`config.mk`:
```
export PLATFORM = sky130hd
export DESIGN_NAME = rwd_watchdog
export DESIGN_NICKNAME = d
export VERILOG_FILES = /design/src/rwd_pkg.sv /design/src/rwd_watchdog.sv
export SDC_FILE = /design/constraint.sdc
export NUM_CORES = 1
export LEC_CHECK = 0
export BUFFER_PORTS_ARGS = -buffer_cell sky130_fd_sc_hd__buf_2
export CORE_ASPECT_RATIO = 0.5
export CORE_MARGIN = 5
export CORE_UTILIZATION = 50
export DETAILED_ROUTE_END_ITERATION = 10
export GPL_TIMING_DRIVEN = 0
export HOLD_SLACK_MARGIN = 0.08
export PLACE_DENSITY_LB_ADDON = 0.08
export SETUP_SLACK_MARGIN = 0.2
export SYNTH_ARGS = -nofsm -noshare
export SYNTH_HDL_FRONTEND = slang
export SYNTH_SLANG_ARGS = --single-unit
```
`constraint.sdc`:
```
create_clock -name clk -period 4.9 [get_ports clk]
set_clock_uncertainty 0.05 [all_clocks]
set_input_delay 0.245 -clock clk [delete_from_list [all_inputs] [get_ports clk]]
set_output_delay 0.245 -clock clk [all_outputs]
set_load 0.005 [all_outputs]
```
`src/rwd_pkg.sv`:
```
// package: register map, field layout and timing constants of the supervision timer
package rwd_pkg;
   // ----------------------------------------------------------------
   // register map (byte addresses on the register bus)
   // ----------------------------------------------------------------
   localparam logic [7:0] ADDR_WDCTRL = 8'h00; // watchdog_control
   localparam logic [7:0] ADDR_IRQSTAT = 8'h04; // sticky event status, write one to clear
   localparam logic [7:0] ADDR_IRQMASK = 8'h08; // interrupt mask, same layout as status
   localparam logic [7:0] ADDR_AUX = 8'h0C; // event_pin_kick_enable, vcc good readback
   // ----------------------------------------------------------------
   // watchdog_control field positions
   // ----------------------------------------------------------------
   localparam int BIT_ENABLE = 7; // watchdog_enable
   localparam int BIT_FLAG = 6; // timeout_flag
   localparam int BIT_DELAY = 5; // start_delay_enable
   localparam int BIT_PULSE = 4; // pulse_width_select
   localparam int BIT_PERMSB = 3; // reserved top bit of period_select
   localparam logic [7:0] WDCTRL_RESET = 8'h00;
   localparam logic [1:0] IRQ_RESET = 2'h0;
   // status bit positions
   localparam int IRQ_TIMEOUT = 0; // a time-out happened
   localparam int IRQ_VCCLOSS = 1; // supply loss cleared the enable
   // ----------------------------------------------------------------
   // timing: raw crystal tick is 32.768 kHz, made from the 200 MHz clock
   // ----------------------------------------------------------------
   localparam longint CLK_HZ = 200000000;
   localparam longint XTAL_HZ = 32768;
   // ticks are made by a phase accumulator so the long-term rate is exact
   localparam int ACC_W = 32;
   localparam logic [31:0] TICK_INC = 32'(XTAL_HZ * 64'd4294967296 / CLK_HZ);
   // start delay in seconds and in crystal ticks
   localparam int DELAY_S = 64;
   localparam int DELAY_TICKS = DELAY_S * 32768;
   // output pulse widths: 122 us is 4 ticks, 125 ms is 4096 ticks
   localparam int PULSE_SHORT_US = 122;
   localparam int PULSE_SHORT_TICKS = 4;
   localparam int PULSE_LONG_MS = 125;
   localparam int PULSE_LONG_TICKS = 4096;
   localparam int CNT_W = 22; // wide enough for 64 s of ticks
   // axi response codes
   localparam logic [1:0] RESP_OKAY = 2'h0;
   localparam logic [1:0] RESP_SLVERR = 2'h2;
endpackage : rwd_pkg

```
`src/rwd_watchdog.sv`:
```
// module: supervision timer with an AXI4-Lite register slave
`timescale 1ns/10ps

// Notes on behaviour
// - enable bit starts and stops the watchdog
// - supply loss clears enable; stays cleared afterwards
// - expiry sets timeout flag and drives output
// - no restart until flag written back zero
// - start delay waits 64 s before counting
// - pulse width 122 us or 125 ms
// - period select picks eight time-out lengths
// - fast event edge clears count when enabled, in the count phase only
module rwd_watchdog
   import rwd_pkg::*;
#(
   parameter int TICK_DIV_INC = TICK_INC, // phase step per clock for the crystal tick
   parameter int DELAY_LEN = DELAY_TICKS // start delay in ticks, shorten for simulation
) (
   // clock and reset
   input wire logic clk,
   input wire logic reset,
   // axi4-lite write address
   input wire logic [7:0] s_axi_awaddr,
   input wire logic s_axi_awvalid,
   output logic s_axi_awready,
   // axi4-lite write data
   input wire logic [31:0] s_axi_wdata,
   input wire logic [3:0] s_axi_wstrb,
   input wire logic s_axi_wvalid,
   output logic s_axi_wready,
   // axi4-lite write response
   output logic [1:0] s_axi_bresp,
   output logic s_axi_bvalid,
   input wire logic s_axi_bready,
   // axi4-lite read address
   input wire logic [7:0] s_axi_araddr,
   input wire logic s_axi_arvalid,
   output logic s_axi_arready,
   // axi4-lite read data
   output logic [31:0] s_axi_rdata,
   output logic [1:0] s_axi_rresp,
   output logic s_axi_rvalid,
   input wire logic s_axi_rready,
   // pins
   input wire logic vccPresent, // main supply good, asynchronous
   input wire logic fastEventInput, // fast event pin, asynchronous
   output logic timeoutOutputPin, // high while the time-out pulse runs
   output logic irq // level interrupt
);
   // ----------------------------------------------------------------
   // types
   // ----------------------------------------------------------------
   // gray-coded timer states along idle -> delay -> count -> expired
   typedef enum logic [1:0] {
      ST_IDLE = 2'b00,
      ST_DELAY = 2'b01,
      ST_COUNT = 2'b11,
      ST_EXPIRED = 2'b10
   } rwd_state_t;

   // period in crystal ticks per period_select code, raw time base only
   function automatic logic [CNT_W-1:0] periodTicks(input logic [2:0] sel);
      case (sel)
         3'h0: periodTicks = 22'(32); // 977 us
         3'h1: periodTicks = 22'(512); // 15.6 ms
         3'h2: periodTicks = 22'(2048); // 62.5 ms
         3'h3: periodTicks = 22'(4096); // 125 ms
         3'h4: periodTicks = 22'(32768); // 1 s
         3'h5: periodTicks = 22'(524288); // 16 s
         3'h6: periodTicks = 22'(1048576); // 32 s
         default: periodTicks = 22'(2097152); // 64 s
      endcase
   endfunction : periodTicks

   // ----------------------------------------------------------------
   // declarations
   // ----------------------------------------------------------------
   logic [ACC_W-1:0] phaseAcc; // crystal tick phase accumulator
   logic tickCarry; // carry out of accumulator
   logic tick; // one-cycle 32.768 kHz enable
   logic [2:0] vccSync; // three-stage supply synchroniser
   logic vccGood; // filtered supply state
   logic [2:0] evSync; // three-stage event synchroniser
   logic evLevel; // filtered event level
   logic [7:0] wdCtrl; // watchdog_control
   logic [1:0] irqStat; // sticky status
   logic [1:0] irqMask; // mask
   logic eventKickEnable; // event_pin_kick_enable
   rwd_state_t state;
   rwd_state_t next_state;
   logic [CNT_W-1:0] count; // tick counter for delay and period
   logic [CNT_W-1:0] pulseCnt; // remaining pulse ticks
   logic awHeld, wHeld; // address or data captured
   logic [7:0] awAddr;
   logic [31:0] wData;
   logic [3:0] wStrb;

   // ----------------------------------------------------------------
   // crystal tick divider
   // ----------------------------------------------------------------
   // accumulator keeps the long-term rate exact at 200 MHz
   wire [ACC_W:0] phaseSum = {1'b0, phaseAcc} + {1'b0, 32'(TICK_DIV_INC)}; // sum with carry out
   assign tickCarry = phaseSum[ACC_W];
   always_ff @(posedge clk or posedge reset) begin
      if (reset) begin
         phaseAcc <= '0;
         tick <= 1'b0;
      end else begin
         phaseAcc <= phaseAcc + 32'(TICK_DIV_INC);
         tick <= tickCarry;
      end
   end

   // ----------------------------------------------------------------
   // pin synchronisers
   // ----------------------------------------------------------------
   // a change counts only once stages two and three agree
   always_ff @(posedge clk or posedge reset) begin
      if (reset) begin
         vccSync <= 3'h0;
         evSync <= 3'h0;
         vccGood <= 1'b0;
         evLevel <= 1'b0;
      end else begin
         vccSync <= {vccSync[1:0], vccPresent};
         evSync <= {evSync[1:0], fastEventInput};
         if (vccSync[2] == vccSync[1]) vccGood <= vccSync[2];
         if (evSync[2] == evSync[1]) evLevel <= evSync[2];
      end
   end
   logic evLevelQ; // previous filtered event level
   always_ff @(posedge clk or posedge reset) begin
      if (reset) evLevelQ <= 1'b0;
      else evLevelQ <= evLevel;
   end
   wire evEdge = evLevel ^ evLevelQ; // either direction
   wire kick = eventKickEnable & evEdge;

   // ----------------------------------------------------------------
   // bus decode
   // ----------------------------------------------------------------
   wire doWrite = awHeld & wHeld & ~s_axi_bvalid;
   wire wrCtrl = doWrite & (awAddr == ADDR_WDCTRL) & wStrb[0];
   wire wrStat = doWrite & (awAddr == ADDR_IRQSTAT) & wStrb[0];
   wire wrMask = doWrite & (awAddr == ADDR_IRQMASK) & wStrb[0];
   wire wrAux = doWrite & (awAddr == ADDR_AUX) & wStrb[0];
   wire wrMapped = (awAddr == ADDR_WDCTRL) | (awAddr == ADDR_IRQSTAT) |
                   (awAddr == ADDR_IRQMASK) | (awAddr == ADDR_AUX);
   wire vccLoss = ~vccGood & wdCtrl[BIT_ENABLE];
   wire expire = (state == ST_COUNT) & tick & (count >= periodTicks(wdCtrl[2:0]) - 22'(1));
   wire [CNT_W-1:0] pulseLen = wdCtrl[BIT_PULSE] ? 22'(PULSE_LONG_TICKS) :
                                                  22'(PULSE_SHORT_TICKS);

   // ----------------------------------------------------------------
   // watchdog_control register
   // ----------------------------------------------------------------
   // hardware set of the flag and clear of the enable win over software
   always_ff @(posedge clk or posedge reset) begin
      if (reset) begin
         wdCtrl <= WDCTRL_RESET;
      end else begin
         if (wrCtrl) wdCtrl <= wData[7:0];
         if (expire) wdCtrl[BIT_FLAG] <= 1'b1;
         if (~vccGood) wdCtrl[BIT_ENABLE] <= 1'b0;
      end
   end

   // ----------------------------------------------------------------
   // timer state machine
   // ----------------------------------------------------------------
   always_comb begin
      next_state = state;
      case (state)
         ST_IDLE: begin
            // wait for enable with the flag clear
            if (wdCtrl[BIT_ENABLE] & ~wdCtrl[BIT_FLAG])
               next_state = wdCtrl[BIT_DELAY] ? ST_DELAY : ST_COUNT;
         end
         ST_DELAY: begin
            if (~wdCtrl[BIT_ENABLE]) next_state = ST_IDLE;
            else if (tick & (count >= 22'(DELAY_LEN) - 22'(1))) next_state = ST_COUNT;
         end
         ST_COUNT: begin
            if (~wdCtrl[BIT_ENABLE]) next_state = ST_IDLE;
            else if (expire) next_state = ST_EXPIRED;
         end
         ST_EXPIRED: begin
            // only a write of zero to the flag restarts
            if (~wdCtrl[BIT_FLAG]) next_state = ST_IDLE;
         end
         default: next_state = ST_IDLE;
      endcase
   end

   // counter: zero when idle or expired, on a phase change or on a kick while counting
   always_ff @(posedge clk or posedge reset) begin
      if (reset) begin
         state <= ST_IDLE;
         count <= '0;
      end else begin
         state <= next_state;
         if (next_state != state || state == ST_IDLE || state == ST_EXPIRED)
            count <= '0;
         else if (kick && state == ST_COUNT) count <= '0;
         else if (tick) count <= count + 22'(1);
      end
   end

   // ----------------------------------------------------------------
   // output pulse
   // ----------------------------------------------------------------
   always_ff @(posedge clk or posedge reset) begin
      if (reset) begin
         pulseCnt <= '0;
         timeoutOutputPin <= 1'b0;
      end else if (expire) begin
         pulseCnt <= pulseLen;
         timeoutOutputPin <= 1'b1;
      end else if (tick && pulseCnt != '0) begin
         pulseCnt <= pulseCnt - 22'(1);
         if (pulseCnt == 22'(1)) timeoutOutputPin <= 1'b0;
      end
   end

   // ----------------------------------------------------------------
   // interrupt status, mask and aux
   // ----------------------------------------------------------------
   always_ff @(posedge clk or posedge reset) begin
      if (reset) begin
         irqStat <= IRQ_RESET;
         irqMask <= IRQ_RESET;
         eventKickEnable <= 1'b0;
         irq <= 1'b0;
      end else begin
         // a new event in the clear cycle survives
         irqStat[IRQ_TIMEOUT] <= expire | (irqStat[IRQ_TIMEOUT] & ~(wrStat & wData[IRQ_TIMEOUT]));
         irqStat[IRQ_VCCLOSS] <= vccLoss | (irqStat[IRQ_VCCLOSS] & ~(wrStat & wData[IRQ_VCCLOSS]));
         if (wrMask) irqMask <= wData[1:0];
         if (wrAux) eventKickEnable <= wData[0];
         irq <= |(irqStat & irqMask);
      end
   end

   // ----------------------------------------------------------------
   // axi4-lite write channel
   // ----------------------------------------------------------------
   // one write at a time; address and data accepted in either order
   always_ff @(posedge clk or posedge reset) begin
      if (reset) begin
         awHeld <= 1'b0;
         wHeld <= 1'b0;
         awAddr <= 8'h00;
         wData <= 32'h0000_0000;
         wStrb <= 4'h0;
         s_axi_awready <= 1'b0;
         s_axi_wready <= 1'b0;
         s_axi_bvalid <= 1'b0;
         s_axi_bresp <= RESP_OKAY;
      end else begin
         s_axi_awready <= ~awHeld & ~s_axi_awready & s_axi_awvalid;
         s_axi_wready <= ~wHeld & ~s_axi_wready & s_axi_wvalid;
         if (s_axi_awvalid & s_axi_awready) begin
            awHeld <= 1'b1;
            awAddr <= {s_axi_awaddr[7:2], 2'b00};
         end
         if (s_axi_wvalid & s_axi_wready) begin
            wHeld <= 1'b1;
            wData <= s_axi_wdata;
            wStrb <= s_axi_wstrb;
         end
         if (doWrite) begin
            s_axi_bvalid <= 1'b1;
            s_axi_bresp <= wrMapped ? RESP_OKAY : RESP_SLVERR;
         end else if (s_axi_bvalid & s_axi_bready) begin
            s_axi_bvalid <= 1'b0;
            awHeld <= 1'b0;
            wHeld <= 1'b0;
         end
      end
   end

   // ----------------------------------------------------------------
   // axi4-lite read channel
   // ----------------------------------------------------------------
   wire [7:0] rdAddr = {s_axi_araddr[7:2], 2'b00};
   wire rdMapped = (rdAddr == ADDR_WDCTRL) | (rdAddr == ADDR_IRQSTAT) |
                   (rdAddr == ADDR_IRQMASK) | (rdAddr == ADDR_AUX);
   wire [31:0] rdMux = (rdAddr == ADDR_WDCTRL) ? {24'h0, wdCtrl} :
                       (rdAddr == ADDR_IRQSTAT) ? {30'h0, irqStat} :
                       (rdAddr == ADDR_IRQMASK) ? {30'h0, irqMask} :
                       (rdAddr == ADDR_AUX) ? {30'h0, vccGood, eventKickEnable} :
                       32'h0000_0000;
   always_ff @(posedge clk or posedge reset) begin
      if (reset) begin
         s_axi_arready <= 1'b0;
         s_axi_rvalid <= 1'b0;
         s_axi_rdata <= 32'h0000_0000;
         s_axi_rresp <= RESP_OKAY;
      end else begin
         s_axi_arready <= ~s_axi_arready & ~s_axi_rvalid & s_axi_arvalid;
         if (s_axi_arvalid & s_axi_arready) begin
            s_axi_rvalid <= 1'b1;
            s_axi_rdata <= rdMux;
            s_axi_rresp <= rdMapped ? RESP_OKAY : RESP_SLVERR;
         end else if (s_axi_rvalid & s_axi_rready) begin
            s_axi_rvalid <= 1'b0;
         end
      end
   end
endmodule : rwd_watchdog

```
==> results of run 1 <==
[kinds of logic (layout without fill, tap and decap cells)]
kind of cell             Yosys count  in the layout  synth area share, %
buffers and inverters             52            154                 4.47
AND/OR/NAND/NOR                  215            215                 17.2
other                              2             27                0.115
multiplexers                      28             28                 5.10
adder cells (fa/ha/maj)           24             24                 4.51
AO/OA/AOI/OAI                     80             80                 7.87
flip-flops                       135            135                 51.6
XOR/XNOR                          69             69                 9.22
[path summary, 6_finish.rpt]
kind / startpoint / slack [ns] / to / cells after the start
min in group asynchronous: reset / 0.33 / phaseAcc[22] / 3
max reg2reg: wdCtrl[0] / 0.93 / count[11] / 16
min: s_axi_araddr[6] / 0.11 / s_axi_rresp[1] / 3
min reg2reg: vccSync[0] / 0.30 / vccSync[1] / 0
max in group asynchronous: reset / 3.70 / count[18] / 4
max: wdCtrl[0] / 0.93 / count[11] / 16
[layout by cell type, fill, tap and decap left out, drive strengths merged, types with 2 or more instances in the layout]
cell,Yosys,layout
nand3b,3,3
ha,22,22
xor2,39,39
nand4,15,15
o31ai,2,2
mux2,23,23
nor3b,7,7
maj3,2,2
clkinv,0,5
a21oi,19,19
or3,4,4
a211oi,5,5
or4,9,9
clkbuf,10,30
nand2,44,44
dlygate4sd3,0,24
nor4,10,10
nor2,62,62
dfrtp,135,135
mux2i,3,3
a31oi,4,4
a22o,8,8
nand3,19,19
o21ai,22,22
a211o,3,3
clkinvlp,0,4
nor3,15,15
inv,16,18
buf,26,73
and3,10,10
conb,2,27
a21o,3,3
and4,7,7
mux4,2,2
or3b,2,2
o211ai,4,4
nor2b,3,3
o21a,4,4
xnor2,30,30
[layer usage]
metal | vias up | part of all wire (%)
met5 | - | 0
met4 | 0 | 1.1
met3 | 17 | 4.8
met2 | 84 | 45
met1 | 2279 | 49
li1 | 2325 | -
[repair_timing]
item                                    CTS  global route
hold buffers                             24             0
hold endpoints to repair                 65             0
resized for setup                         0             1
endpoints found under the setup margin    0            15
[stage by stage]
step / setup TNS, ns / hold WS, ns / instance area, um2 / total power, W
after global routing: 0 / 0.158 / 7890 / 0.00312
after detailed placement: 0 / 0.232 / 7120 / 0.00179
final: 0 / 0.112 / 7890 / 0.00294
after CTS: 0 / 0.108 / 7890 / 0.00298
after floorplan: 0 / 0.226 / 6650 / 0.00166
after global placement: -80.76 / 0.284 / 7090 / 0.00177
[Yosys cell counts (15+ instances only)]
| cell type | instances | area, um2 |
|---|---|---|
| nand2_1 | 44 | 165 |
| xor2_1 | 39 | 342 |
| buf_4 | 26 | 195 |
| nor2_1 | 62 | 233 |
| mux2_2 | 23 | 259 |
| a21oi_1 | 19 | 95.1 |
| ha_1 | 22 | 275 |
| dfrtp_1 | 135 | 3380 |
| o21ai_0 | 22 | 110 |
| inv_1 | 16 | 60.1 |
| nand3_1 | 19 | 95.1 |
| nand4_1 | 15 | 93.8 |
| xnor2_1 | 30 | 263 |
[power by group]
group          internal (W)  switching (W)
combinational      0.000234       0.000240
sequential          0.00123      0.0000878
clock              0.000670       0.000480
[area by class of cell]
cell class	instances	area (um2)	area share, %
sequential	135	3380	42.8
multi-input combinational	443	2970	37.7
timing repair buffer	71	498	6.31
clock buffer	20	457	5.79
buffer	36	233	2.95
tap	170	213	2.69
clock inverter	11	76.3	0.967
inverter	16	65.1	0.824
[flip-flops by register name, summed over array words and instances, names as in the netlist, 2 cells and up]
signal / flops
count: 22
phaseAcc: 32
evSync: 3
irqMask: 2
vccSync: 3
state: 2
irqStat: 2
s_axi_rdata: 8
awAddr: 6
pulseCnt: 22
wData: 8
wdCtrl: 8
[critical path, delay by kind of cell (launching register included)]
| family | cells | cell delay (ns) |
|---|---|---|
| compound gates | 7 | 1.36 |
| simple gates | 4 | 0.86 |
| buf+inv | 3 | 0.69 |
| fa+ha+maj | 2 | 0.56 |
| flops | 1 | 0.38 |
==> impl_metrics.env, run 1 <==
export IMPL_status="complete, no violations"
export IMPL_start_util_pct=51.4
export IMPL_fin_crit_sh_pct=81.1
export IMPL_synth_seq_cells=135
export IMPL_diodes=0
export IMPL_dpl_cell_count=847
export IMPL_htree_num_levels=4
export IMPL_drtAntennaViolNets=0
export IMPL_async_flop_share_pct=100
export IMPL_cp_max_fo=10
export IMPL_row_count=29
export IMPL_worst_path_largest_cell_delay_ns=0.45
export IMPL_dr_pass1_iters=4
export IMPL_ys_warnings_count=0
export IMPL_n_fill_cell=1078
export IMPL_synth_area_um2=6550
export IMPL_wirelength_um=12900
export IMPL_met2_usage_pct=26.1
export IMPL_power_leakage_nw=3.45
export IMPL_path_cells="clkbuf_1 -> or3_1 -> ha_1 -> inv_1 -> and3_1 -> a21oi_1 -> nor2_1 -> a31oi_1 -> ha_1 -> a41oi_1 -> o21a_1 -> o41ai_1 -> o21ai_1 -> o311ai_1 -> clkbuf_1 -> nor2_1"
export IMPL_dpl_hpwl_um=8980
export IMPL_use_met1_pct=25.1
export IMPL_synth_seq_area_share_pct=51.6
export IMPL_dieArea_um2=15600
export IMPL_path_class="reg2reg"
export IMPL_min_period_ns=3.97
export IMPL_grt_overflow_total=0
export IMPL_syn_inst=605
export IMPL_clk_pin_slew_worst_paths_ns=0.06
export IMPL_cts_buffers=17
export IMPL_io_buffers=46
export IMPL_worst_ep_arrival_time_ns=4.25
export IMPL_synthFlopType="dfrtp_1"
export IMPL_max_freq_mhz=252
export IMPL_finalNetCount=803
export IMPL_ir_drop_mv=0.172
export IMPL_report_final_slew_viol_count=0
export IMPL_dr_first_iter_drc_count=209
export IMPL_critPathLaunchType="register"
export IMPL_grt_pass1_wl_um=22200
export IMPL_vias=4705
export IMPL_grtUsageTotal_pct=17.4
export IMPL_core_area_um2=12700
export IMPL_hold_path_class="in2reg"
export IMPL_cts_setup_buffers=0
export IMPL_drcViolationCount=0
export IMPL_setup_slack_ns=0.925
export IMPL_cts_root_buf="clkbuf_16"
export IMPL_clkSinkCount=135
export IMPL_worst_pin_slew_ns=0.797
export IMPL_grt_max_degree=96
export IMPL_clk_latency_ns=0.41
export IMPL_crit_slowest_cell="o21ai_1"
export IMPL_syn_to_final_growth_pct=20.5
export IMPL_clk_path_buf_depth=2
export IMPL_drive_gt1_share_pct=19.1
export IMPL_rsz0062_at_grt="false"
export IMPL_finalHoldViolCount=0
export IMPL_met3_usage_pct=3.86
export IMPL_layoutNonFillerInstCount=902
export IMPL_die_h_um=90.9
export IMPL_synth_edf_count=0
export IMPL_avgSynthCellArea_um2=10.8
export IMPL_io_pins=104
export IMPL_cts_tree="yes"
export IMPL_power_per_cell_area_nw_per_um2=373
export IMPL_antenna_found_initial=0
export IMPL_gp_congestion=0.770
export IMPL_max_slew_margin_pct=46.5
export IMPL_ys_types=50
export IMPL_finalSetupViolations=0
export IMPL_grt_pass1_vias=4561
export IMPL_grt_busiest_layer="met2"
export IMPL_endpoint_kind="register"
export IMPL_die_w_um=172
export IMPL_crit_required_ns=5.18
export IMPL_viasPerCell=5.22
export IMPL_wire_per_inst_um=14.2
export IMPL_pre_cts_ws_ns=0.582
export IMPL_fin_util_pct=62.0
export IMPL_max_cap_viol_count=0
Power figures use the tool's default switching activity.
==> run 2: changes to the inputs <==
clock period = 4.1 ns   (was 4.9 ns; I/O delays follow)
==> run 2 against run 1 <==
Net effect:
- setup slack worse by 0.39 ns
- flip-flop and latch count is the same
- via count is 0.23% lower
- clock-buffer cell count unchanged
- fmax increased by 11%
- combinational power up 21%
- sequential power grew 20%
- non-clock buffer count rose by 3
- global-route usage is essentially flat
- core utilization up 0.41 points
- critical path type unchanged
- largest power group unchanged
- highest routed layer unchanged
==> impl_metrics.env, run 2 (synthesis gave the netlist of run 1 again) <==
export IMPL_ir_drop_mv=0.206
export IMPL_register_area_um2=3380
export IMPL_regMostFlops="phaseAcc"
export IMPL_start_util_pct=51.4
export IMPL_dpl_cell_count=847
export IMPL_cts_buffers=17
export IMPL_cts_root_buf="clkbuf_16"
export IMPL_worst_path_largest_cell_delay_ns=0.44
export IMPL_r2r_setup_slack_ns=0.53
export IMPL_clk_path_buf_depth=2
export IMPL_grt_pass1_wl_um=22200
export IMPL_layoutNonFillerInstCount=905
export IMPL_endpoint_kind="register"
export IMPL_io_buffers=46
export IMPL_grtUsageTotal_pct=17.4
export IMPL_max_cap_viol_count=0
export IMPL_critPathBufInv=3
export IMPL_report_final_slew_viol_count=0
export IMPL_path_class="reg2reg"
export IMPL_dpl_hpwl_um=8980
export IMPL_grt_max_degree=96
export IMPL_drcViolationCount=0
export IMPL_max_slew_margin_pct=46.6
export IMPL_die_h_um=90.9
export IMPL_grt_overflow_total=0
export IMPL_gp_congestion=0.770
export IMPL_dieArea_um2=15600
export IMPL_wirelength_um=12900
export IMPL_syn_to_final_growth_pct=21.3
export IMPL_max_freq_mhz=280
export IMPL_viasPerCell=5.19
export IMPL_finalSetupViolations=0
export IMPL_n_fill_cell=1082
export IMPL_row_count=29
export IMPL_drive_gt1_share_pct=20.4
export IMPL_reg2reg_from="wdCtrl[0]"
export IMPL_critPathCapture="count[15]"
export IMPL_die_w_um=172
export IMPL_cp_depth=16
export IMPL_r2r_end="count[15]"
export IMPL_cts_tree="yes"
export IMPL_whs_path_depth=4
export IMPL_hold_path_class="in2reg"
export IMPL_p_total_w=0.00353
export IMPL_status="complete, no violations"
export IMPL_final_common_cell="dfrtp_1"
export IMPL_dr_pass1_iters=4
export IMPL_mostFrequentLayoutCells="135 x dfrtp_1, 62 x nor2_1, 46 x buf_2, 44 x nand2_1, 39 x xor2_1"
export IMPL_drtAntennaViolNets=0
export IMPL_crit_start="wdCtrl[0]"
export IMPL_critPathLaunchType="register"
export IMPL_path_cells="clkbuf_1 -> or3_1 -> ha_1 -> inv_1 -> and3_1 -> a21oi_1 -> nor2_1 -> a31oi_1 -> ha_1 -> a41oi_1 -> o21a_1 -> o41ai_1 -> o21ai_2 -> o311ai_2 -> buf_4 -> nor2_1"
export IMPL_power_per_cell_area_nw_per_um2=444
export IMPL_htree_num_levels=4
export IMPL_rsz0062_at_grt="false"
export IMPL_critPathTopFamily="compound AO/OA/AOI/OAI gates"
export IMPL_r2r_cells=16
export IMPL_pre_cts_ws_ns=-0.218
export IMPL_min_period_ns=3.57
export IMPL_dr_first_iter_drc_count=204
export IMPL_worst_ep_arrival_time_ns=3.85
export IMPL_fin_util_pct=62.4
export IMPL_cp_max_fo=10
export IMPL_wire_per_inst_um=14.3
export IMPL_setup_tns_ns=0
export IMPL_diodes=0
export IMPL_reg_top3="phaseAcc: 32 flops, count: 22 flops, pulseCnt: 22 flops"
export IMPL_antenna_found_initial=0
export IMPL_largest_reg_flops=32
export IMPL_io_pins=104
export IMPL_core_area_um2=12700
export IMPL_clk_pin_slew_worst_paths_ns=0.06
export IMPL_fin_crit_sh_pct=87.0
export IMPL_multiInputGateArea_um2=2990
export IMPL_vias=4694
export IMPL_clk_latency_ns=0.41
export IMPL_grt_pass1_vias=4561
export IMPL_setup_slack_ns=0.533
export IMPL_finalNetCount=806
export IMPL_worst_pin_slew_ns=0.797
export IMPL_power_leakage_nw=3.48
export IMPL_finalHoldViolCount=0
export IMPL_crit_required_ns=4.39
export IMPL_clkSinkCount=135
export IMPL_crit_slowest_cell="or3_1"
run 2: metal layers:
metal / track usage, % / vias to the layer above / wire length (um)
met3: 3.86 / 12 / 581
met4: 5.89 / 0 / 101
met2: 26.2 / 74 / 5800
met1: 25.1 / 2276 / 6420
li1: - / 2332 / -
met5: 0 / - / 0
run 2: area by class of cell:
class,instances,area share [%]
inverter,16,0.819
timing repair buffer,74,6.58
clock buffer,20,5.75
buffer,36,3.05
clock inverter,11,0.960
multi-input combinational,443,37.6
sequential,135,42.5
tap,170,2.68
run 2: worst register-to-register path, cell delays in order, from the launching register on:
cell and delay, ns:
dfrtp_1 0.38, clkbuf_1 0.22, or3_1 0.44, ha_1 0.24, inv_1 0.16, and3_1 0.17, a21oi_1 0.04, nor2_1 0.10
a31oi_1 0.05, ha_1 0.32, a41oi_1 0.24, o21a_1 0.19, o41ai_1 0.11, o21ai_2 0.24, o311ai_2 0.20, buf_4 0.23
nor2_1 0.12
run 2: power breakdown:
group	total, W	leakage (nW)	switching (W)	internal [W]
Sequential	0.00158	1.64	0.000105	0.00147
Clock	0.00137	0.254	0.000573	0.000801
Combinational	0.000575	1.58	0.000294	0.000282
run 2: how the worst min path moves through the flow:
stage / endpoint / slack, ns / from
2_1_floorplan: evSync[0] / 0.19 / fastEventInput
3_3_place_gp: evSync[0] / 0.26 / fastEventInput
3_5_place_dp: phaseAcc[2] / 0.19 / reset
4_1_cts: s_axi_rdata[0] / 0.14 / s_axi_araddr[6]
5_1_grt: s_axi_rdata[0] / 0.20 / s_axi_araddr[4]
6_report: s_axi_rdata[0] / 0.16 / s_axi_araddr[6]
run 2: per-stage QoR:
stage | hold slack (ns) | cell area [um2]
after global routing | 0.196 | 7950
after detailed placement | 0.192 | 7120
final | 0.162 | 7950
after global placement | 0.263 | 7090
after CTS | 0.142 | 7910
after floorplan | 0.186 | 6650
run 2: what timing repair did:
item | 4_1_cts | 5_1_grt
gates resized for setup | 2 | 17
endpoints found under the setup margin | 22 | 40
buffers inserted | 0 | 2
pin swaps | 0 | 1
hold endpoints to repair | 65 | 0
hold buffers | 25 | 0
